==> config.mk <==
export PLATFORM = sky130hd
export DESIGN_NAME = dar_top
export DESIGN_NICKNAME = d
export VERILOG_FILES = /design/src/design/dar_pkg.sv /design/src/design/dar_sh_if.sv /design/src/design/dar_shift.sv /design/src/design/dar_top.sv
export SDC_FILE = /design/constraint.sdc
export NUM_CORES = 1
export LEC_CHECK = 0
export ABC_AREA = 1
export ABC_CLOCK_PERIOD_IN_PS = 6400
export BUFFER_PORTS_ARGS = -buffer_cell sky130_fd_sc_hd__buf_2
export CORE_MARGIN = 2
export CORE_UTILIZATION = 46
export DETAILED_ROUTE_END_ITERATION = 12
export GPL_TIMING_DRIVEN = 0
export PLACE_DENSITY = 0.65
export SYNTH_ARGS = -nofsm -noshare
export SYNTH_HDL_FRONTEND = slang
export SYNTH_SLANG_ARGS = --single-unit
==> constraint.sdc <==
create_clock -name clk_i -period 6.4 [get_ports clk_i]
set_clock_uncertainty 0.1 [all_clocks]
set_input_delay 0.32 -clock clk_i [delete_from_list [all_inputs] [get_ports clk_i]]
set_output_delay 0.32 -clock clk_i [all_outputs]
set_load 0.02 [all_outputs]
==> src/design/dar_pkg.sv <==
// Constants shared by the dual converter readout block.
// Assumes a single 40 MHz system clock; no bus, config bits arrive as ports.
package dar_pkg;
  localparam int CLK_PERIOD_NS = 25;
  localparam int CONV_TIME_NS = 650; // Longest conversion time
  localparam int CONV_CYC = (CONV_TIME_NS + CLK_PERIOD_NS - 1) / CLK_PERIOD_NS;
  localparam int RES_W = 16;
  localparam int IN_W = 17; // Input level in steps of reference / 2^16
  localparam int LVL_W = 10;
  localparam int DUAL_BITS = 16;
  localparam int SINGLE_BITS = 32;
  localparam logic [15:0] CODE_MID = 16'h8000;
  localparam logic [15:0] CODE_MAX = 16'hFFFF;
  localparam logic [15:0] CODE_MIN = 16'h0000;
  localparam logic REF_SRC_RST = 1'b0;
  localparam logic [5:0] CNT_RST = 6'h00;
  typedef enum logic [0:0] {
    DAR_IDLE = 1'b0,
    DAR_CONV = 1'b1
  } dar_state_t;
endpackage : dar_pkg

==> src/design/dar_sh_if.sv <==
// Signals between the frame control and the output shifter.
// Assumes both ends sit on the same clock.
`timescale 1ns/1ps
`default_nettype none
interface dar_sh_if;
  logic load;
  logic start;
  logic shift;
  logic single;
  logic [15:0] word_a;
  logic [15:0] word_b;
  logic dout_a;
  logic dout_b;
  modport ctl (output load, output start, output shift, output single, output word_a, output word_b,
    input dout_a, input dout_b);
  modport shf (input load, input start, input shift, input single, input word_a, input word_b,
    output dout_a, output dout_b);
endinterface : dar_sh_if
`default_nettype wire

==> src/design/dar_shift.sv <==
// Output shift registers for both result lines.
// Assumes load, start and shift are one-cycle pulses on clk_i.
`timescale 1ns/1ps
`default_nettype none
module dar_shift (
  input wire logic clk_i,
  input wire logic rst_b_i,
  dar_sh_if.shf sh
);
  typedef struct packed {
    logic [31:0] sh_a;
    logic [15:0] sh_b;
    logic [5:0] cnt;
    logic out_a;
    logic out_b;
  } dar_sh_st_t;
  dar_sh_st_t s_q, s_d;
  logic [5:0] lim;

  // Line A carries both words in single-line mode
  always_comb begin
    s_d = s_q;
    lim = sh.single ? 6'(dar_pkg::SINGLE_BITS) : 6'(dar_pkg::DUAL_BITS);
    if (sh.load) begin
      s_d.sh_a = {sh.word_a, sh.word_b};
      s_d.sh_b = sh.word_b;
    end else if (sh.shift && s_q.cnt < lim) begin
      s_d.sh_a = {s_q.sh_a[30:0], 1'b0};
      s_d.sh_b = {s_q.sh_b[14:0], 1'b0};
      s_d.cnt = s_q.cnt + 6'd1;
    end
    if (sh.start) begin
      s_d.cnt = dar_pkg::CNT_RST;
    end
    // Past the last bit both lines hold low until the frame ends
    s_d.out_a = (s_d.cnt < lim) ? s_d.sh_a[31] : 1'b0;
    s_d.out_b = (s_d.cnt < lim && !sh.single) ? s_d.sh_b[15] : 1'b0;
  end

  // State register
  always_ff @(posedge clk_i or negedge rst_b_i) begin
    if (!rst_b_i) begin
      s_q <= '0;
    end else begin
      s_q <= s_d;
    end
  end

  assign sh.dout_a = s_q.out_a;
  assign sh.dout_b = s_q.out_b;
endmodule : dar_shift
`default_nettype wire

==> src/design/dar_top.sv <==
// Digital side of a two-channel simultaneous-sampling 16-bit converter.
// Assumes the host drives chip select and serial clock as asynchronous pins;
// the analog core is modelled by digitised input levels, config bits are ports.
//
// Summary of operation
// - One shared bit selects internal reference
// - Reference select resets to external, zero
// - Both channels sampled together, differential
// - Span bit doubles full-scale range
// - Input mode bit: single-ended or pseudo-differential
// - Format bit: straight binary or two's complement
// - Results are sixteen bits, range over 2^16
// - Straight binary saturates 0000 to FFFF
// - Two's complement spans 8000 to 7FFF
// - Dual-line mode: one channel per line
// - Select rise: tri-state, sample, convert
// - Select fall: drive MSB, clock fall shifts
// - After last fall (16th, or 32nd on line A single-line) lines stay low
`timescale 1ns/1ps
`default_nettype none
module dar_top #(
  parameter int LVL_W = dar_pkg::LVL_W
) (
  input wire logic clk_i,
  input wire logic rst_b_i,
  input wire logic cs_b_i,
  input wire logic sclk_i,
  input wire logic ref_source_bit_i,
  input wire logic [LVL_W-1:0] ref_level_code_a_i,
  input wire logic [LVL_W-1:0] ref_level_code_b_i,
  input wire logic span_bit_i,
  input wire logic neg_input_mode_bit_i,
  input wire logic twos_comp_bit_i,
  input wire logic lane_count_bit_i,
  input wire logic [16:0] pos_input_a_i,
  input wire logic [16:0] neg_input_a_i,
  input wire logic [16:0] pos_input_b_i,
  input wire logic [16:0] neg_input_b_i,
  output logic ref_int_en_o,
  output logic [LVL_W-1:0] ref_pin_a_level_o,
  output logic [LVL_W-1:0] ref_pin_b_level_o,
  output logic result_line_a_o,
  output logic result_line_a_oe_o,
  output logic result_line_b_o,
  output logic result_line_b_oe_o,
  output logic busy_o
);
  localparam int CONV_N = dar_pkg::CONV_CYC;

  typedef struct packed {
    logic cs_m;
    logic cs_s;
    logic cs_d;
    logic ck_m;
    logic ck_s;
    logic ck_d;
    logic [67:0] in_m;
    logic [67:0] in_s;
    dar_pkg::dar_state_t st;
    logic [5:0] cnt;
    logic [15:0] smp_a;
    logic [15:0] smp_b;
    logic load;
    logic oe;
    logic ref_int;
    logic [LVL_W-1:0] lvl_a;
    logic [LVL_W-1:0] lvl_b;
  } dar_st_t;

  dar_st_t s_q, s_d;
  logic cs_rise;
  logic cs_fall;
  logic ck_fall;
  logic [15:0] code_a;
  logic [15:0] code_b;
  dar_sh_if sh ();

  // Ideal transfer: difference, span scaling, offset, saturation, coding
  function automatic logic [15:0] conv_code(input logic [16:0] p, input logic [16:0] n,
                                            input logic span, input logic pd, input logic tc);
    logic signed [18:0] diff;
    logic [15:0] c;
    diff = $signed({2'b00, p}) - $signed({2'b00, n});
    if (span) begin
      diff = diff >>> 1;
    end
    if (pd) begin
      diff = diff + $signed({3'b000, dar_pkg::CODE_MID});
    end
    if (diff < 0) begin
      c = dar_pkg::CODE_MIN;
    end else if (diff > $signed({3'b000, dar_pkg::CODE_MAX})) begin
      c = dar_pkg::CODE_MAX;
    end else begin
      c = diff[15:0];
    end
    conv_code = tc ? (c ^ dar_pkg::CODE_MID) : c;
  endfunction : conv_code

  // Edges come from the second and third stages only
  assign cs_rise = s_q.cs_s && !s_q.cs_d;
  assign cs_fall = !s_q.cs_s && s_q.cs_d;
  assign ck_fall = !s_q.ck_s && s_q.ck_d;
  assign code_a = conv_code(s_q.in_s[67:51], s_q.in_s[50:34], span_bit_i, neg_input_mode_bit_i,
                            twos_comp_bit_i);
  assign code_b = conv_code(s_q.in_s[33:17], s_q.in_s[16:0], span_bit_i, neg_input_mode_bit_i,
                            twos_comp_bit_i);

  // Next state: synchronisers, sampling, conversion timer, line enables
  always_comb begin
    s_d = s_q;
    s_d.cs_m = cs_b_i;
    s_d.cs_s = s_q.cs_m;
    s_d.cs_d = s_q.cs_s;
    s_d.ck_m = sclk_i;
    s_d.ck_s = s_q.ck_m;
    s_d.ck_d = s_q.ck_s;
    s_d.in_m = {pos_input_a_i, neg_input_a_i, pos_input_b_i, neg_input_b_i};
    s_d.in_s = s_q.in_m;
    s_d.load = 1'b0;
    // Shared reference select; level codes only reach the pins when internal
    s_d.ref_int = ref_source_bit_i;
    s_d.lvl_a = ref_source_bit_i ? ref_level_code_a_i : '0;
    s_d.lvl_b = ref_source_bit_i ? ref_level_code_b_i : '0;
    if (cs_rise) begin
      s_d.oe = 1'b0;
    end else if (cs_fall) begin
      s_d.oe = 1'b1;
    end
    unique case (s_q.st)
      dar_pkg::DAR_IDLE: begin
        if (cs_rise) begin
          // Both channels captured in the same cycle
          s_d.smp_a = code_a;
          s_d.smp_b = code_b;
          s_d.cnt = 6'(CONV_N - 1);
          s_d.st = dar_pkg::DAR_CONV;
        end
      end
      dar_pkg::DAR_CONV: begin
        // Host holds off for the conversion time, so no frame restarts here
        if (s_q.cnt == dar_pkg::CNT_RST) begin
          s_d.load = 1'b1;
          s_d.st = dar_pkg::DAR_IDLE;
        end else begin
          s_d.cnt = s_q.cnt - 6'd1;
        end
      end
    endcase
  end

  // State register; pins idle high so synchronisers reset high
  always_ff @(posedge clk_i or negedge rst_b_i) begin
    if (!rst_b_i) begin
      s_q <= '0;
      s_q.cs_m <= 1'b1;
      s_q.cs_s <= 1'b1;
      s_q.cs_d <= 1'b1;
      s_q.ck_m <= 1'b1;
      s_q.ck_s <= 1'b1;
      s_q.ck_d <= 1'b1;
      s_q.st <= dar_pkg::DAR_IDLE;
      s_q.ref_int <= dar_pkg::REF_SRC_RST;
    end else begin
      s_q <= s_d;
    end
  end

  // Shifter control; clock falls outside a frame are ignored
  assign sh.load = s_q.load;
  assign sh.start = cs_fall;
  assign sh.shift = ck_fall && !s_q.cs_s && s_q.oe;
  assign sh.single = lane_count_bit_i;
  assign sh.word_a = s_q.smp_a;
  assign sh.word_b = s_q.smp_b;

  dar_shift u_shift (
    .clk_i(clk_i),
    .rst_b_i(rst_b_i),
    .sh(sh)
  );

  // Outputs
  assign result_line_a_o = sh.dout_a;
  assign result_line_b_o = sh.dout_b;
  assign result_line_a_oe_o = s_q.oe;
  assign result_line_b_oe_o = s_q.oe;
  assign ref_int_en_o = s_q.ref_int;
  assign ref_pin_a_level_o = s_q.lvl_a;
  assign ref_pin_b_level_o = s_q.lvl_b;
  assign busy_o = (s_q.st == dar_pkg::DAR_CONV);
endmodule : dar_top
`default_nettype wire

### Yosys cells after proc, flatten, opt, wreduce, memory -nomap -nowiden

Cells that the tools add are included.

* register bits: 260
* input port bits: 97
* output and inout bits: 26
* word-level logic and storage cells: 84

* add/sub/neg operators: 6
* order comparisons: 6
* eq/ne operators: 2
* multiplexer cells: 27
* bitwise logic cells: 3
* reductions and logical operators: 16

Operator list (count)
* $mux 16: 6
* $mux 54: 1
* $mux 48: 1
* $mux 39: 1
* $add 18x17->19 const B: 2
* $gt 19x17->1 const B: 2
* $lt 19x1->1 const B: 2
* $mux 19: 2
* $sub 17x17->18: 2
* $mux 17: 2
* $mux 6: 4
* $mux 10: 2
* $pmux 7 s2: 1
* $lt 6x6->1: 2
* $logic_and 1x1->1: 7
* $mux 1: 7
* $add 6x1->6 const B: 1
* $logic_not 6->1: 1
* $sub 6x1->6 const B: 1
* $logic_not 1->1: 4
* $ne 2x2->1 const B: 2
* $reduce_and 2->1: 2
* $reduce_bool 2->1: 2
* $not 1->1: 3

### Longest topological paths before layout

* word-level depth: 11
* mapped depth: 19
* gate-level depth less buffers: 18

### Hierarchy

A second synthesis with hierarchy kept.

* cell total of the unflattened synthesis: 1090
* area total of the unflattened synthesis: 10586.4 um^2

By module, submodules not included
* dar_top: times used 1, cells an instance 872, area each 8604.5 um^2, seq. area each 5112.4 um^2
* dar_shift: times used 1, cells an instance 218, area each 1981.9 um^2, seq. area each 1026.0 um^2

### Least setup slack after synthesis

Ideal clock, no wire load.

* kind: input -> register
* from: input lane_count_bit_i
* to: register u_shift.s_q, in the netlist u_shift.sh.dout_b
* library setup time: 0.086 ns
* arrival: 2.262 ns
* data required time: 6.214 ns
* path slack: 3.952 ns
* stages on the path: 14
* path buffers: 0
* cell sequence: inv_1 > ha_1 > nor2_1 > nand2_1 > nor3b_1 > nand2_1 > nor2_4 > inv_1 > nor3_1 > a21oi_1 > nor3_1 > ha_1 > a21o_1 > nor3_1

RTL lines
* start: declaration: line dar_top.sv:34 `input wire logic lane_count_bit_i,`
* end signal: assignment: line dar_shift.sv:43 `s_q <= '0;`
* end signal: assignment: line dar_shift.sv:45 `s_q <= s_d;`
* end: declaration: line dar_shift.sv:17 `dar_sh_st_t s_q, s_d;`

==> metrics.md <==
| Metric | Value |
|---|---|
| Status | finished clean |
| Vias in the first global route | 8,033 |
| Crit-path max FO | 10 |
| Pre-Repair DR Iteration Count | 5 |
| Worst-case reg-to-reg path depth | 13 |
| Dominant cell type by area after synthesis | dfrtp_1 |
| Standby leakage power | 6.973 nW |
| Final cell count without fillers | 1,660 |
| Crit path arrival time | 3.32 ns |
| Worst slew pin tran | 0.5889 ns |
| Area growth from synthesis to layout | 27.01% |
| Setup TNS | 0 ns |
| Syn Area/Cell | 9.381 sq um |
| Max Transition Viols Final | 0 |
| Slew HR | 60.74% |
| Syn_nets | 1,249 |
| Largest net degree at the start of global routing | 123 |
| # clock sinks | 245 |
| Met3 usage | 3.390% |
| Die Wd | 154.5 microns |
| Final instance area | 13,230 sq um |
| Diodes inserted | 0 |
| Critical path class | input port to register |
| Post-DP Area | 11,440 sq um |
| Gr usage total | 18.71% |
| WL final | 21.51 mm |
| Initial DRC Count | 327 |
| Tmin final | 2.980 ns |
| Total power | 4.132 mW |
| Global Route met2 Usage | 32.19% |
| CTS root buffer | clkbuf_16 |
| Nets@finish | 1,494 |
| Number of CTS-inserted buffers | 26 |
| Max_cap viols | 0 |
| Max Buffers Root-to-Sink | 3 |
| Multi-input logic area | 3441 sq um |
| Initial Utilization | 46.41% |
| HP Class | input port to asynchronous set/reset pin |
| RSZ-0062 raised after global routing | false |
| Most common cell after layout, fill and taps aside | nand2_1 |
| H-tree levels | 1 |
| Final Setup Violations | 0 |
| Die area | 23,850 sq um |
| Residual DRC count | 0 |
| Most frequent cells in the layout | nand2_1, dfrtp_1, inv_1 |
| Worst setup EP type | register |
| Reg clk slew, reported paths | 0.06 ns |
| Initial antenna violation count | 0 |
| Post-synth cell types | 44 |
| Total gr overflow | 0 |
| Final GP Congestion | 0.8371 |
| Vias | 7,669 |
| Synth Warn # | 0 |
| Fill cell count | 1,900 |
| Clk_lat worst skew | 0.52 ns |
| Synth top area share | 57.44% |
| Core box area | 22,430 sq um |
| Cell Pwr Density | 312.4 nW/um^2 |
| Number of buffers inserted by port buffering | 121 |
| Critical Path Source Type | input port |
| CTS tree | done |
| Share of cells above drive strength 1 | 15.56% |
| Global routing's busiest layer | met2 |
| Hpwl dp | 14.18 mm |
| Routed Antenna Nets | 0 |
| Die Ht | 154.5 microns |
| Global-route wire length before repair | 37.15 mm |
| Mapped cell area | 10,410 sq um |
| Final Hold Fails | 0 |
| Sequential cell area | 6138 sq um |
| DR vias/cell | 4.620 |
| Ranking of synthesized cells by area | dfrtp_1, nand2_1, inv_1 |
| Max VDD drop | 223.3 uV |
| Fin crit share | 46.56% |
| Placed cell count | 1,518 |
| Post-CTS Resized | 0 |
| # IOs | 123 |
| Register area share after synthesis | 58.95% |
| DR WL/cell | 12.96 microns |
| Fmax | 335.6 MHz |
| Hold WS | 0.1511 ns |
| Flops & latches, synth | 245 |
| Critical path required time | 6.74 ns |
| Met1 Use GR | 24.55% |
| Syn Inst Count | 1,110 |
| Num rows | 55 |
[cell families (layout without fill, tap and decap cells)]
| family | after synthesis | in the layout | synth area share (%) |
|---|---|---|---|
| adders and majority gates | 42 | 42 | 5.191 |
| and+or+nand+nor | 490 | 490 | 19.08 |
| buffers and inverters | 194 | 459 | 8.003 |
| DFF | 245 | 245 | 58.95 |
| xor gates and xnor gates | 23 | 23 | 1.935 |
| AOI/OAI and AO/OA | 116 | 116 | 6.837 |
[state kept, by name, summed over array words and instances (netlist names)]
register,flops
busy_o,1
u_shift.s_q,39
sh.word_a,16
result_line_a_oe_o,1
u_shift.sh.dout_a,1
sh.load,1
ref_int_en_o,1
sh.word_b,16
s_d,72
u_shift.sh.dout_b,1
ref_pin_b_level_o,10
ref_pin_a_level_o,10
s_q,76
[report_power, final]
group / internal (mW) / switching [mW] / leakage [nW] / total (mW)
clock: 0.844 / 0.596 / 0.418 / 1.44
sequential: 1.81 / 0.125 / 2.97 / 1.93
combinational: 0.313 / 0.446 / 3.58 / 0.759
total: 2.96 / 1.17 / 6.97 / 4.13
[metal layers]
layer | share of wire [%] | vias up
met3 | 4.8 | 46
met2 | 48 | 178
met4 | 2.4 | 0
met5 | 0 | -
met1 | 45 | 3511
li1 | - | 3934
[synthesized netlist by cell type, drive strengths merged]
library cell,number
o22ai,2
buf,26
a21o,5
o221ai,3
dfrtp,239
o211ai,12
clkbuf,20
o21ai,39
o21bai,5
nand3,47
nor3,11
a21oi,39
a22o,1
o31ai,1
and3,4
and2,1
inv,147
xnor2,9
nand2,386
dfstp,6
ha,40
nor4,3
nor2,29
xor2,14
o311ai,1
nor3b,1
or2,5
clkinv,1
fa,2
a31oi,8
nand4,2
nand3b,1
[critical path, cell delays in order]
cell,delay [ns]
dlygate4sd3_1,0.52
buf_2,0.12
inv_1,0.07
ha_1,0.20
nor2_1,0.11
nand2_1,0.06
nor3b_1,0.16
nand2_1,0.14
nor2_4,0.23
inv_1,0.08
nor3_1,0.34
a21oi_1,0.13
nor3_1,0.26
ha_1,0.27
a21o_1,0.19
nor3_1,0.12
[path summary, 6_finish.rpt]
kind,startpoint,to,slack (ns)
setup / recovery,lane_count_bit_i,u_shift.sh.dout_b,3.42
hold / removal,rst_b_i,u_shift.s_q[47],0.15
setup reg to reg,u_shift.s_q[7],u_shift.sh.dout_b,3.53
hold reg to reg,s_d[64],s_q[64],0.24
max in group asynchronous,rst_b_i,ref_pin_a_level_o[3],4.79
min in group clk_i,neg_input_mode_bit_i,sh.word_a[0],0.16
[metrics by stage]
| step | utilization (%) | setup slack, ns |
|---|---|---|
| global placement | 50.70 | 0.7287 |
| CTS | 58.95 | 3.421 |
| global route | 58.95 | 3.235 |
| floorplan | - | 3.952 |
| detailed placement | 50.99 | 3.411 |
| finish | 58.95 | 3.420 |
[repair_timing]
item                                    CTS  global route
setup buffers                             0             0
hold buffers                             94             0
endpoints found under the hold margin   125             0
endpoints found under the setup margin    0             0
[layout make-up]
| class | instances | area share [%] |
|---|---|---|
| inverters | 148 | 4.201 |
| clock buffers | 37 | 5.847 |
| clock inverters | 11 | 0.5393 |
| multi-input cells | 671 | 26.02 |
| plain buffers | 46 | 2.100 |
| flip-flops and latches | 245 | 46.41 |
| well taps | 285 | 2.696 |
| repair buffers | 217 | 12.19 |
(Power assumes the default switching activity.)
